**src/inc/cbl_pkg.sv**
```systemverilog
// Behaviour
// - Commands count only with clock enable high twice
// - Undefined state and command pairs are never issued
// - No-operation leaves every bank state unchanged
// - Idle bank never restricts commands to others
// - Keep row-to-row delay between activates
// - Read or write moves open bank to burst
// - Precharge one or all banks, all valid
// - Register read accepted while activating or precharging
// - Banks settle after register read by state
// - Only no-operation during register read or write
// - Refresh and register write need all idle
// - Burst terminate hits bursting bank, back active
// - Burst terminate only while burst runs
// - Write after read needs completion or terminate
// - Read after write needs completion or terminate
// - Auto precharge leaves other banks free
// - Reset by register write starts self-initialization
// - Register read while resetting, then back
// - Idle after precharge time, active after activate
// - Burst state holds until completion or terminate; the device also ends it on a new burst to another bank or a precharge
package cbl_pkg;

	// ****************************************
	// Geometry and timing
	// ****************************************
	localparam int CBL_BANKS = 8;
	localparam int CBL_BANK_W = 3;
	localparam int CBL_TMR_W = 8;
	localparam int CBL_CLK_MHZ = 200;
	localparam int CBL_T_RCD_NS = 18;
	localparam int CBL_T_RP_NS = 18;
	localparam int CBL_T_RRD_NS = 10;
	localparam int CBL_T_MRR_NS = 10;
	localparam int CBL_T_MRW_NS = 10;
	localparam int CBL_T_INIT_NS = 1000;
	localparam int CBL_BURST_CYCLES = 4;

	// Least time to whole cycles, never below one
	function automatic int cbl_cyc(input int ns);
		int c;
		c = (ns * CBL_CLK_MHZ + 999) / 1000;
		return (c < 1) ? 1 : c;
	endfunction : cbl_cyc

	localparam logic [CBL_TMR_W-1:0] CBL_C_RCD = CBL_TMR_W'(cbl_cyc(CBL_T_RCD_NS));
	localparam logic [CBL_TMR_W-1:0] CBL_C_RP = CBL_TMR_W'(cbl_cyc(CBL_T_RP_NS));
	localparam logic [CBL_TMR_W-1:0] CBL_C_RRD = CBL_TMR_W'(cbl_cyc(CBL_T_RRD_NS));
	localparam logic [CBL_TMR_W-1:0] CBL_C_MRR = CBL_TMR_W'(cbl_cyc(CBL_T_MRR_NS));
	localparam logic [CBL_TMR_W-1:0] CBL_C_MRW = CBL_TMR_W'(cbl_cyc(CBL_T_MRW_NS));
	localparam logic [CBL_TMR_W-1:0] CBL_C_INIT = CBL_TMR_W'(cbl_cyc(CBL_T_INIT_NS));
	localparam logic [CBL_TMR_W-1:0] CBL_C_BURST = CBL_TMR_W'(CBL_BURST_CYCLES);
	localparam logic [CBL_TMR_W-1:0] CBL_C_AP = CBL_TMR_W'(CBL_BURST_CYCLES + cbl_cyc(CBL_T_RP_NS));

	// ****************************************
	// Commands and bank states
	// ****************************************
	typedef enum logic [3:0] {
		CBL_CMD_NOP = 4'h0,
		CBL_CMD_ACT = 4'h1,
		CBL_CMD_RD = 4'h2,
		CBL_CMD_WR = 4'h3,
		CBL_CMD_PRE = 4'h4,
		CBL_CMD_MRR = 4'h5,
		CBL_CMD_MRW = 4'h6,
		CBL_CMD_RESET = 4'h7, // Register write to the reset address
		CBL_CMD_REF = 4'h8,
		CBL_CMD_BST = 4'h9
	} cbl_cmd_t;

	typedef enum logic [3:0] {
		CBL_ST_POWER_ON = 4'h0,
		CBL_ST_IDLE = 4'h1,
		CBL_ST_ACTIVATING = 4'h2,
		CBL_ST_ACTIVE = 4'h3,
		CBL_ST_READING = 4'h4,
		CBL_ST_WRITING = 4'h5,
		CBL_ST_READ_AP = 4'h6,
		CBL_ST_WRITE_AP = 4'h7,
		CBL_ST_PRECHARGING = 4'h8,
		CBL_ST_IDLE_MRR = 4'h9,
		CBL_ST_ACTIVE_MRR = 4'hA,
		CBL_ST_MR_WRITING = 4'hB,
		CBL_ST_RESETTING = 4'hC,
		CBL_ST_RESETTING_MRR = 4'hD
	} cbl_bank_st_t;

	typedef cbl_bank_st_t [CBL_BANKS-1:0] cbl_bank_vec_t;

endpackage : cbl_pkg

```
**src/inc/cbl_link_if.sv**
```systemverilog
`timescale 1ns/1ps
// Command and address link between controller and device
interface cbl_link_if;
	import cbl_pkg::*;
	logic cke;
	cbl_cmd_t cmd;
	logic [CBL_BANK_W-1:0] bank;
	logic ap;
	logic all_banks;

	modport ctl (
		output cke,
		output cmd,
		output bank,
		output ap,
		output all_banks
	);

	modport dev (
		input cke,
		input cmd,
		input bank,
		input ap,
		input all_banks
	);
endinterface : cbl_link_if

```
**src/core/cbl_dev.sv**
```systemverilog
`timescale 1ns/1ps
// Device end: per-bank state tracking and command acceptance
module cbl_dev (
	input wire logic clk_sys,
	input wire logic rstn,
	cbl_link_if.dev link,
	output cbl_pkg::cbl_bank_vec_t bank_state,
	output logic cmd_illegal,
	output logic burst_busy
);
	import cbl_pkg::*;

	// ****************************************
	// State
	// ****************************************
	typedef struct packed {
		logic cke_prev;
		cbl_bank_vec_t st;
		logic [CBL_BANKS-1:0][CBL_TMR_W-1:0] tmr;
		logic [CBL_TMR_W-1:0] init;
		logic [CBL_BANK_W-1:0] owner;
		logic [CBL_TMR_W-1:0] burst;
		logic illegal;
		logic busy;
	} cbl_dev_state_t;

	cbl_dev_state_t r;
	cbl_dev_state_t next_r;

	// Bank may take a precharge from here
	function automatic logic cbl_pre_ok(input cbl_bank_st_t s);
		return s == CBL_ST_IDLE || s == CBL_ST_ACTIVE || s == CBL_ST_READING ||
			s == CBL_ST_WRITING || s == CBL_ST_PRECHARGING;
	endfunction : cbl_pre_ok

	// Bank holds an open row, idle or in a burst without auto precharge
	function automatic logic cbl_col_ok(input cbl_bank_st_t s);
		return s == CBL_ST_ACTIVE || s == CBL_ST_READING || s == CBL_ST_WRITING;
	endfunction : cbl_col_ok

	// ****************************************
	// Next state
	// ****************************************
	always_comb begin
		logic all_idle;
		logic all_pwr;
		logic reg_busy;
		logic mr_block;
		logic pre_all_ok;
		logic [CBL_BANK_W-1:0] bk;
		next_r = r;
		all_idle = 1'b1;
		all_pwr = 1'b1;
		reg_busy = 1'b0;
		mr_block = 1'b0;
		pre_all_ok = 1'b1;
		bk = link.bank;
		next_r.cke_prev = link.cke;
		next_r.illegal = 1'b0;
		// Summaries across banks, taken from the current state
		for (int b = 0; b < CBL_BANKS; b++) begin
			if (r.st[b] != CBL_ST_IDLE) all_idle = 1'b0;
			if (r.st[b] != CBL_ST_POWER_ON) all_pwr = 1'b0;
			if (!cbl_pre_ok(r.st[b])) pre_all_ok = 1'b0;
			// Register access blocks activates and register reads; a burst only blocks register reads
			case (r.st[b])
				CBL_ST_IDLE_MRR, CBL_ST_ACTIVE_MRR, CBL_ST_RESETTING_MRR, CBL_ST_MR_WRITING: begin
					reg_busy = 1'b1;
					mr_block = 1'b1;
				end
				CBL_ST_READING, CBL_ST_WRITING: mr_block = 1'b1;
				default: ;
			endcase
		end
		// Per-bank timers; each bank settles on its own
		for (int b = 0; b < CBL_BANKS; b++) begin
			if (r.tmr[b] != '0) next_r.tmr[b] = r.tmr[b] - 1'b1;
			if (r.tmr[b] == CBL_TMR_W'(1)) begin
				case (r.st[b])
					CBL_ST_ACTIVATING: next_r.st[b] = CBL_ST_ACTIVE;
					CBL_ST_PRECHARGING: next_r.st[b] = CBL_ST_IDLE;
					CBL_ST_READ_AP, CBL_ST_WRITE_AP: next_r.st[b] = CBL_ST_IDLE;
					CBL_ST_IDLE_MRR: next_r.st[b] = CBL_ST_IDLE;
					CBL_ST_ACTIVE_MRR: next_r.st[b] = CBL_ST_ACTIVE;
					CBL_ST_MR_WRITING: next_r.st[b] = CBL_ST_IDLE;
					CBL_ST_RESETTING_MRR: next_r.st[b] = CBL_ST_RESETTING;
					default: ;
				endcase
			end
			// Leave on the last count, in step with the controller's own init count
			if (r.st[b] == CBL_ST_RESETTING && r.init <= CBL_TMR_W'(1)) next_r.st[b] = CBL_ST_IDLE;
		end
		if (r.init != '0) next_r.init = r.init - 1'b1;
		// Natural end of a burst without auto precharge
		if (r.burst != '0) next_r.burst = r.burst - 1'b1;
		if (r.burst == CBL_TMR_W'(1) &&
			(r.st[r.owner] == CBL_ST_READING || r.st[r.owner] == CBL_ST_WRITING)) begin
			next_r.st[r.owner] = CBL_ST_ACTIVE;
		end
		// Commands count only on two high clock enable edges
		if (r.cke_prev && link.cke) begin
			case (link.cmd)
				CBL_CMD_NOP: ;
				CBL_CMD_ACT: begin
					// The target must be idle and no bank may be in a register access
					if (r.st[bk] == CBL_ST_IDLE && !reg_busy) begin
						next_r.st[bk] = CBL_ST_ACTIVATING;
						next_r.tmr[bk] = CBL_C_RCD;
					end else begin
						next_r.illegal = 1'b1;
					end
				end
				CBL_CMD_RD, CBL_CMD_WR: begin
					if (cbl_col_ok(r.st[bk])) begin
						// A new burst ends the previous one on a shared data bus
						if (bk != r.owner &&
							(r.st[r.owner] == CBL_ST_READING || r.st[r.owner] == CBL_ST_WRITING)) begin
							next_r.st[r.owner] = CBL_ST_ACTIVE;
						end
						if (link.ap) begin
							next_r.st[bk] = (link.cmd == CBL_CMD_RD) ? CBL_ST_READ_AP : CBL_ST_WRITE_AP;
							next_r.tmr[bk] = CBL_C_AP;
						end else begin
							next_r.st[bk] = (link.cmd == CBL_CMD_RD) ? CBL_ST_READING : CBL_ST_WRITING;
							next_r.tmr[bk] = '0;
						end
						next_r.owner = bk;
						next_r.burst = CBL_C_BURST;
					end else begin
						next_r.illegal = 1'b1;
					end
				end
				CBL_CMD_PRE: begin
					if (link.all_banks) begin
						if (pre_all_ok) begin
							for (int b = 0; b < CBL_BANKS; b++) begin
								next_r.st[b] = CBL_ST_PRECHARGING;
								next_r.tmr[b] = CBL_C_RP;
							end
						end else begin
							next_r.illegal = 1'b1;
						end
					end else if (cbl_pre_ok(r.st[bk])) begin
						next_r.st[bk] = CBL_ST_PRECHARGING;
						next_r.tmr[bk] = CBL_C_RP;
					end else begin
						next_r.illegal = 1'b1;
					end
				end
				CBL_CMD_MRR: begin
					if (!mr_block) begin
						// Activating and precharging banks keep counting
						for (int b = 0; b < CBL_BANKS; b++) begin
							case (r.st[b])
								CBL_ST_IDLE: begin
									next_r.st[b] = CBL_ST_IDLE_MRR;
									next_r.tmr[b] = CBL_C_MRR;
								end
								CBL_ST_ACTIVE: begin
									next_r.st[b] = CBL_ST_ACTIVE_MRR;
									next_r.tmr[b] = CBL_C_MRR;
								end
								CBL_ST_RESETTING: begin
									next_r.st[b] = CBL_ST_RESETTING_MRR;
									next_r.tmr[b] = CBL_C_MRR;
								end
								default: ;
							endcase
						end
					end else begin
						next_r.illegal = 1'b1;
					end
				end
				CBL_CMD_MRW: begin
					if (all_idle) begin
						for (int b = 0; b < CBL_BANKS; b++) begin
							next_r.st[b] = CBL_ST_MR_WRITING;
							next_r.tmr[b] = CBL_C_MRW;
						end
					end else begin
						next_r.illegal = 1'b1;
					end
				end
				CBL_CMD_RESET: begin
					// Device-wide, never bank specific
					if (all_idle || all_pwr) begin
						for (int b = 0; b < CBL_BANKS; b++) begin
							next_r.st[b] = CBL_ST_RESETTING;
							next_r.tmr[b] = '0;
						end
						next_r.init = CBL_C_INIT;
						next_r.burst = '0;
					end else begin
						next_r.illegal = 1'b1;
					end
				end
				CBL_CMD_REF: begin
					// Refresh timing itself is not modelled here
					if (!all_idle) next_r.illegal = 1'b1;
				end
				CBL_CMD_BST: begin
					// Bank field ignored: the running burst is the target
					if (r.burst != '0 &&
						(r.st[r.owner] == CBL_ST_READING || r.st[r.owner] == CBL_ST_WRITING)) begin
						next_r.st[r.owner] = CBL_ST_ACTIVE;
						next_r.burst = '0;
					end else begin
						next_r.illegal = 1'b1;
					end
				end
				default: next_r.illegal = 1'b1;
			endcase
		end
		next_r.busy = (next_r.burst != '0);
	end

	// ****************************************
	// Registers
	// ****************************************
	always_ff @(posedge clk_sys) begin
		if (!rstn) begin
			r.cke_prev <= 1'b0;
			r.st <= cbl_bank_vec_t'({CBL_BANKS{CBL_ST_POWER_ON}});
			r.tmr <= '0;
			r.init <= '0;
			r.owner <= '0;
			r.burst <= '0;
			r.illegal <= 1'b0;
			r.busy <= 1'b0;
		end else begin
			r <= next_r;
		end
	end

	assign bank_state = r.st;
	assign cmd_illegal = r.illegal;
	assign burst_busy = r.busy;

endmodule : cbl_dev

```
**src/flat_wrapper.sv**
```systemverilog
// flat-port wrapper written by rule: the top's interface ports become plain ports
module cbl_dev_flat import cbl_pkg::*;
  (clk_sys, rstn, bank_state, cmd_illegal, burst_busy, link_cke, link_cmd, link_bank, link_ap, link_all_banks);
  cbl_link_if link_i ();
  input wire logic clk_sys;
  input wire logic rstn;
  output cbl_pkg::cbl_bank_vec_t bank_state;
  output logic cmd_illegal;
  output logic burst_busy;
  input wire logic [$bits(link_i.cke)-1:0] link_cke;
  input wire logic [$bits(link_i.cmd)-1:0] link_cmd;
  input wire logic [$bits(link_i.bank)-1:0] link_bank;
  input wire logic [$bits(link_i.ap)-1:0] link_ap;
  input wire logic [$bits(link_i.all_banks)-1:0] link_all_banks;
  assign link_i.cke = link_cke;
  assign link_i.cmd = link_cmd;
  assign link_i.bank = link_bank;
  assign link_i.ap = link_ap;
  assign link_i.all_banks = link_all_banks;
  cbl_dev u_core (.clk_sys(clk_sys), .rstn(rstn), .link(link_i), .bank_state(bank_state), .cmd_illegal(cmd_illegal), .burst_busy(burst_busy));
endmodule
```
**config.mk**
```make
export PLATFORM = sky130hd
export DESIGN_NAME = cbl_dev_flat
export DESIGN_NICKNAME = d
export VERILOG_FILES = /design/src/inc/cbl_pkg.sv /design/src/inc/cbl_link_if.sv /design/src/core/cbl_dev.sv /design/src/flat_wrapper.sv
export SDC_FILE = /design/constraint.sdc
export NUM_CORES = 1
export LEC_CHECK = 0
export BUFFER_PORTS_ARGS = -buffer_cell sky130_fd_sc_hd__buf_2
export CORE_UTILIZATION = 45
export DETAILED_ROUTE_END_ITERATION = 10
export GPL_TIMING_DRIVEN = 1
export PLACE_DENSITY = 0.65
export SYNTH_ARGS = -nofsm -noshare
export SYNTH_HDL_FRONTEND = slang
export SYNTH_SLANG_ARGS = --single-unit
```
**constraint.sdc**
```tcl
create_clock -name clk_sys -period 2.8 [get_ports clk_sys]
set_input_delay 0.42 -clock clk_sys [delete_from_list [all_inputs] [get_ports clk_sys]]
set_output_delay 0.42 -clock clk_sys [all_outputs]
set_load 0.02 [all_outputs]
```
==> results of run 1 <==
## cell type report
type | instances | area share [%]
clock buffer | 17 | 2.79
sequential | 118 | 15.9
tap | 280 | 2.30
timing repair buffer | 457 | 23.4
multi-input combinational | 1162 | 53.4
inverter | 38 | 0.935
clock inverter | 15 | 1.35
## worst max-delay path: stages (launching register included)
cell and delay (ns):
sky130_fd_sc_hd__dfxtp_4 0.36, sky130_fd_sc_hd__buf_6 0.12, sky130_fd_sc_hd__o211ai_1 0.42, sky130_fd_sc_hd__nand4_1 0.18, sky130_fd_sc_hd__buf_6 0.17, sky130_fd_sc_hd__or3_4 0.41, sky130_fd_sc_hd__a221o_1 0.33, sky130_fd_sc_hd__o211a_1 0.12
sky130_fd_sc_hd__a211o_1 0.30, sky130_fd_sc_hd__o32ai_2 0.25, sky130_fd_sc_hd__a21oi_1 0.08
## cell usage in the layout, fill, tap and decap left out, types with 13 or more instances in the layout
master / synthesis / final
sky130_fd_sc_hd__a211oi_1: 20 / 15
sky130_fd_sc_hd__a21oi_1: 94 / 80
sky130_fd_sc_hd__a31oi_1: 21 / 20
sky130_fd_sc_hd__buf_2: 19 / 45
sky130_fd_sc_hd__buf_4: 34 / 368
sky130_fd_sc_hd__buf_6: 2 / 35
sky130_fd_sc_hd__clkbuf_16: 0 / 18
sky130_fd_sc_hd__dfxtp_1: 118 / 92
sky130_fd_sc_hd__dfxtp_2: 0 / 15
sky130_fd_sc_hd__ha_1: 21 / 21
sky130_fd_sc_hd__inv_1: 38 / 38
sky130_fd_sc_hd__nand2_1: 132 / 123
sky130_fd_sc_hd__nand2b_1: 33 / 28
sky130_fd_sc_hd__nand3_1: 46 / 40
sky130_fd_sc_hd__nand3b_1: 15 / 15
sky130_fd_sc_hd__nand4_1: 23 / 23
sky130_fd_sc_hd__nor2_1: 159 / 133
sky130_fd_sc_hd__nor2_2: 1 / 17
sky130_fd_sc_hd__nor3_1: 80 / 64
sky130_fd_sc_hd__nor3_2: 2 / 14
sky130_fd_sc_hd__nor3b_1: 17 / 13
sky130_fd_sc_hd__nor4_1: 17 / 15
sky130_fd_sc_hd__o21ai_0: 103 / 64
sky130_fd_sc_hd__o21ai_1: 5 / 28
sky130_fd_sc_hd__o21ai_2: 0 / 13
sky130_fd_sc_hd__o22ai_1: 22 / 18
sky130_fd_sc_hd__o31ai_1: 27 / 18
sky130_fd_sc_hd__xnor2_1: 33 / 33
sky130_fd_sc_hd__xor2_1: 28 / 28
## metal layers
metal	global-route usage, %	vias to the layer above
li1	-	6029
met1	55.0	6390
met2	62.6	1000
met3	11.2	295
met4	30.3	0
met5	0	-
## path summary, 6_finish.rpt
path | start | end
setup / recovery | u_core.bank_state[25] | u_core.bank_state[8]
hold / removal | link_cke | u_core.r[117]
setup reg to reg | u_core.bank_state[25] | u_core.bank_state[8]
hold reg to reg | u_core.r[27] | u_core.r[27]
## timing repair
item,4_1_cts,5_1_grt
gates cloned,0,2
resized for setup,91,229
endpoints found under the setup margin,106,102
pin swaps,28,62
buffers inserted,4,10
## where the power goes
| group | leakage [nW] | switching (mW) | total [mW] | internal [mW] |
|---|---|---|---|---|
| clock network | 0.309 | 0.999 | 2.44 | 1.44 |
| logic | 5.00 | 3.14 | 5.59 | 2.45 |
| registers | 0.984 | 0.483 | 2.65 | 2.16 |
## cell families (layout without fill, tap and decap cells)
kind of cell	count (synthesis)	in the layout	share of synthesized area, %
flops	118	118	23.0
buf+inv	156	527	7.32
mux	24	24	2.79
simple gates	609	609	29.8
compound gates	447	447	29.4
xor+xnor	61	61	5.20
fa+ha+maj	21	21	2.56
## state kept, by name (all words and copies together), names as in the netlist
name	flops
u_core.burst_busy	1
u_core.cmd_illegal	1
u_core.r	84
u_core.bank_state	32
==> results.py, run 1 <==
metrics = {
    "synth": {
        "synth.distinct_cells": 92,
        "total_number_of_yosys_warnings": 0,
        "synth_area_mm2": 0.0103,
        "post_synth.cell_area_avg_um2": 7.15,
        "synth.top_cell.area_share_pct": 23.0,
        "synthFlopType": "sky130_fd_sc_hd__dfxtp_1",
        "async_reset_ff_share_pct": 0,
        "post-synth-top-count-cell": "sky130_fd_sc_hd__nor2_1",
        "top_cells_by_area_in_the_synthesized_netlist": "sky130_fd_sc_hd__dfxtp_1 23%, sky130_fd_sc_hd__nor2_1 5.8%, sky130_fd_sc_hd__o21ai_0 5.0%",
        "synthesized_net_count": 1469,
        "synth_cells": 1436,
        "synth-edff-count": 0,
        "synthDominantAreaCellType": "sky130_fd_sc_hd__dfxtp_1",
        "synth.ff_latch_count": 118,
        "proportion_of_synthesized_chip_area_in_sequential_cells_pct": 23.0,
        "synth.cells.most_frequent": "159 x sky130_fd_sc_hd__nor2_1, 132 x sky130_fd_sc_hd__nand2_1, 118 x sky130_fd_sc_hd__dfxtp_1",
    },
    "floorplan": {
        "fp.dieW_um": 153,
        "floorplan.die.height_um": 153,
        "initial_utilization_pct": 46.5,
        "design.portCount": 46,
        "die_ar_mm2": 0.0234,
        "core_mm2": 0.0221,
        "placement_rows": 54,
    },
    "routing": {
        "met2_wirelength_um": 21500,
        "route.met3.wl_um": 6210,
        "drtIter0Drc": 1846,
        "dr.pass1.iters": 8,
        "top_layer_used": "met4",
        "routed_wire_length_per_instance_um": 24.9,
        "detail_route.wirelength.met1_um": 20100,
        "routed-via-count": 13700,
        "routed_via_density": 6.57,
        "drt.antenna.violating_nets": 0,
        "wirelength_um": 52000,
        "drc": 0,
    },
    "job": {
        "drv_cap": 0,
    },
    "sta": {
        "timing.slew.headroom_pct": 45.4,
        "finClkSkew_ns": 0.0198,
        "hold_slack_ns": 0.306,
        "finalHoldViolCount": 0,
        "setup_slack_ns": -0.0868,
        "post-route-period-util_pct": 103,
        "setup_total_negative_slack_ns": -0.372,
        "finalMaxSlewViolations": 0,
        "grt_setup_unrepaired": "yes",
        "timing.final.crit_period_ns": 2.89,
        "maximum_clock_rate_mhz": 346,
        "tightest_slew_ns": 0.809,
        "finalSetupViolCount": 10,
    },
    "global_routing": {
        "grt_pass1_vias": 12800,
        "globalRouteTotalUtil_pct": 43.0,
        "grt_first_pass_wirelength_um": 76000,
        "maximum_number_of_pins_on_one_net_before_global_route_repair": 22,
        "antenna_found_initial": 0,
        "globalRoute.totalOverflow": 0,
    },
    "cts": {
        "root_driver": "sky130_fd_sc_hd__clkbuf_16",
        "cts.path.max_buffers": 2,
        "insertion_delay_ns": 0.44,
        "cts.reportedPaths.clkPinSlew_ns": 0.07,
        "cts_num_sinks": 118,
        "htree_levels": 4,
        "cts_inserted_buffers": 17,
        "cts_hold_buf": 0,
        "tritoncts_clock_tree": "built",
    },
    "setup_path": {
        "worst-endpoint-required_ns": 3.10,
        "reg2reg_depth": 10,
        "reg2reg_slack_ns": -0.09,
        "critical_path_class": "reg -> reg",
        "critPathMaxFanout": 6,
        "worstSetupStartpointType": "flip-flop",
        "kind_of_capture_point_of_the_worst_setup_path": "flip-flop",
        "arrival_ns": 3.19,
    },
    "placement": {
        "hpwlAfterDp_um": 39200,
        "finalWeightedCongestion": 1.11,
        "buffer_ports.inserted": 45,
        "dpl_worst_slack_ns": -0.444,
        "post_dp_cell_area_mm2": 0.0133,
        "numPlacedInstances": 2040,
    },
    "finish": {
        "nets": 1827,
        "multiInputGateArea_mm2": 0.00814,
        "final.fill_count": 1885,
        "area_growth_pct": 48.5,
        "post_layout_nonfiller_instances": 2087,
        "final_util_pct": 69.0,
        "final_design_area_no_fill_mm2": 0.0153,
        "antenna_diode_count": 0,
        "post_route_cells_drive_above_1_share_pct": 39.5,
        "regArea_mm2": 0.00242,
    },
    "run_status": {
        "failed_checks": "setup timing",
        "run_status": "complete, but fails checks",
    },
    "power": {
        "leakage_nw": 6.29,
        "power_density_mw_per_mm2": 700,
        "power_mw": 10.7,
        "max-vdd-ir-drop_v": 0.000681,
    },
    "worst_hold_path": {
        "hold_class": "in -> reg",
        "min_delay_path_depth": 2,
    },
}
No activity file was read; power rests on OpenSTA's default activity.
==> inputs of run 2 (changes only) <==
--- a/config.mk
+++ b/config.mk
@@ -6,10 +6,12 @@
 export NUM_CORES = 1
 export LEC_CHECK = 0
 export BUFFER_PORTS_ARGS = -buffer_cell sky130_fd_sc_hd__buf_2
-export CORE_UTILIZATION = 45
+export CELL_PAD_IN_SITES_DETAIL_PLACEMENT = 0
+export CELL_PAD_IN_SITES_GLOBAL_PLACEMENT = 2
+export CORE_UTILIZATION = 33
 export DETAILED_ROUTE_END_ITERATION = 10
 export GPL_TIMING_DRIVEN = 1
-export PLACE_DENSITY = 0.65
+export PLACE_DENSITY = 0.78
 export SYNTH_ARGS = -nofsm -noshare
 export SYNTH_HDL_FRONTEND = slang
 export SYNTH_SLANG_ARGS = --single-unit
==> results.py, run 2 (synthesis results as in run 1) <==
metrics = {
    "run_status": {
        "run_status": "complete, but fails checks",
        "failed_checks": "setup timing",
    },
    "sta": {
        "grt_setup_unrepaired": "yes",
        "tightest_slew_ns": 0.799,
        "hold_slack_ns": 0.259,
        "finalHoldViolCount": 0,
        "setup_slack_ns": -0.122,
        "finClkSkew_ns": 0.0125,
        "timing.slew.headroom_pct": 46.6,
        "finalSetupViolCount": 38,
        "timing.final.crit_period_ns": 2.92,
        "post-route-period-util_pct": 104,
        "finalMaxSlewViolations": 0,
        "maximum_clock_rate_mhz": 342,
    },
    "floorplan": {
        "initial_utilization_pct": 33.6,
        "fp.dieW_um": 178,
        "die_ar_mm2": 0.0318,
        "floorplan.die.height_um": 178,
        "core_mm2": 0.0306,
        "design.portCount": 46,
        "placement_rows": 64,
    },
    "cts": {
        "cts.path.max_buffers": 2,
        "cts_inserted_buffers": 17,
        "cts.reportedPaths.clkPinSlew_ns": 0.06,
        "tritoncts_clock_tree": "built",
        "cts_num_sinks": 118,
        "insertion_delay_ns": 0.44,
        "htree_levels": 4,
        "root_driver": "sky130_fd_sc_hd__clkbuf_16",
    },
    "setup_path": {
        "critPathMaxFanout": 4,
        "worst-endpoint-required_ns": 3.12,
        "reg2reg_depth": 9,
        "arrival_ns": 3.24,
        "kind_of_capture_point_of_the_worst_setup_path": "flip-flop",
        "worstSetupStartpointType": "flip-flop",
        "reg2reg_slack_ns": -0.12,
        "critical_path_class": "reg -> reg",
    },
    "routing": {
        "drtIter0Drc": 1554,
        "dr.pass1.iters": 7,
        "drc": 0,
        "routed_wire_length_per_instance_um": 24.9,
        "wirelength_um": 56200,
        "routed-via-count": 13600,
        "drt.antenna.violating_nets": 0,
        "routed_via_density": 6.04,
    },
    "global_routing": {
        "globalRoute.totalOverflow": 0,
        "grt_pass1_vias": 12500,
        "antenna_found_initial": 0,
        "grt_first_pass_wirelength_um": 80900,
        "globalRouteTotalUtil_pct": 34.8,
        "maximum_number_of_pins_on_one_net_before_global_route_repair": 22,
    },
    "placement": {
        "buffer_ports.inserted": 45,
        "finalWeightedCongestion": 1.01,
        "hpwlAfterDp_um": 44000,
    },
    "power": {
        "power_density_mw_per_mm2": 655,
        "max-vdd-ir-drop_v": 0.000475,
        "leakage_nw": 6.62,
    },
    "worst_hold_path": {
        "min_delay_path_depth": 2,
        "hold_class": "in -> reg",
    },
    "finish": {
        "largest_register_ff_count": 84,
        "final_util_pct": 52.5,
        "antenna_diode_count": 0,
        "post_route_cells_drive_above_1_share_pct": 42.4,
        "top_register": "u_core.r",
        "area_growth_pct": 56.3,
        "nets": 1881,
        "final_cell_mix": "397 x sky130_fd_sc_hd__buf_4, 136 x sky130_fd_sc_hd__nor2_1, 118 x sky130_fd_sc_hd__nand2_1",
        "final_common_cell": "sky130_fd_sc_hd__buf_4",
    },
    "job": {
        "drv_cap": 0,
    },
}
==> run 2: changes by cell type in the layout (fill, tap and decap cells not counted), moves of 5 or more <==
| cell | previous run | this run |
|---|---|---|
| sky130_fd_sc_hd__buf_4 | 368 | 397 |
| sky130_fd_sc_hd__buf_6 | 35 | 54 |
| sky130_fd_sc_hd__o21ai_1 | 28 | 20 |
| sky130_fd_sc_hd__a211oi_1 | 15 | 10 |
| sky130_fd_sc_hd__a21oi_1 | 80 | 75 |
| sky130_fd_sc_hd__clkinv_2 | 0 | 5 |
| sky130_fd_sc_hd__inv_8 | 5 | 0 |
| sky130_fd_sc_hd__nand2_1 | 123 | 118 |
==> run 2: cell type report <==
class                      instances  area, µm²
timing repair buffer             511       4090
clock buffer                      19        433
clock inverter                    13        133
tap                              396        495
fill                            2978      14500
sequential                       118       2410
inverter                          38        143
multi-input combinational       1162       8350
==> run 2: final timing paths <==
path                              start                   end
setup / recovery  u_core.bank_state[10]  u_core.bank_state[8]
hold / removal                 link_cke         u_core.r[117]
setup reg to reg  u_core.bank_state[10]  u_core.bank_state[8]
hold reg to reg            u_core.r[27]          u_core.r[27]
==> run 2: metal layers <==
layer / wire, µm / GRT usage, % / up-vias
li1: - / - / 6142
met1: 23200 / 46.4 / 6456
met2: 23700 / 51.4 / 813
met3: 5430 / 6.39 / 211
met4: 3780 / 22.0 / 0
met5: 0 / 0 / -
==> run 2: through the flow <==
| stage | area (µm²) | std cells | power (mW) | setup WS [ns] | setup TNS (ns) |
|---|---|---|---|---|---|
| global placement | 13600 | 2182 | 7.76 | -0.525 | -40.23 |
| detailed placement | 13600 | 2182 | 7.80 | -0.527 | -38.68 |
| global route | 16100 | 2257 | 11.2 | -0.201 | -4.47 |
| floorplan | 10300 | 1436 | 5.85 | 0.0387 | 0 |
| finish | 16100 | 2257 | 10.5 | -0.122 | -1.62 |
| CTS | 14800 | 2225 | 10.1 | -0.0857 | -0.321 |
==> run 2: repair_timing <==
item	CTS	global route
gates cloned	0	1
buffers inserted	12	34
endpoints found under the setup margin	108	102
pin swaps	34	77
gates resized for setup	142	238
hold buffers	0	0
==> run 2: critical path: stages, from the launching register on <==
cell and delay (ns):
sky130_fd_sc_hd__dfxtp_2 0.33, sky130_fd_sc_hd__nor3b_4 0.17, sky130_fd_sc_hd__a2111o_1 0.38, sky130_fd_sc_hd__or3_4 0.38, sky130_fd_sc_hd__or3_4 0.42, sky130_fd_sc_hd__a221o_1 0.36
sky130_fd_sc_hd__o211a_1 0.12, sky130_fd_sc_hd__a211o_1 0.26, sky130_fd_sc_hd__o32ai_2 0.27, sky130_fd_sc_hd__a21oi_1 0.10
==> run 2: report_power, final <==
group | leakage (nW) | total, mW | internal, mW | switching, mW
Sequential | 0.982 | 2.61 | 2.16 | 0.445
Combinational | 5.37 | 5.71 | 2.58 | 3.13
Clock | 0.269 | 2.19 | 1.30 | 0.888
Total | 6.62 | 10.5 | 6.05 | 4.46
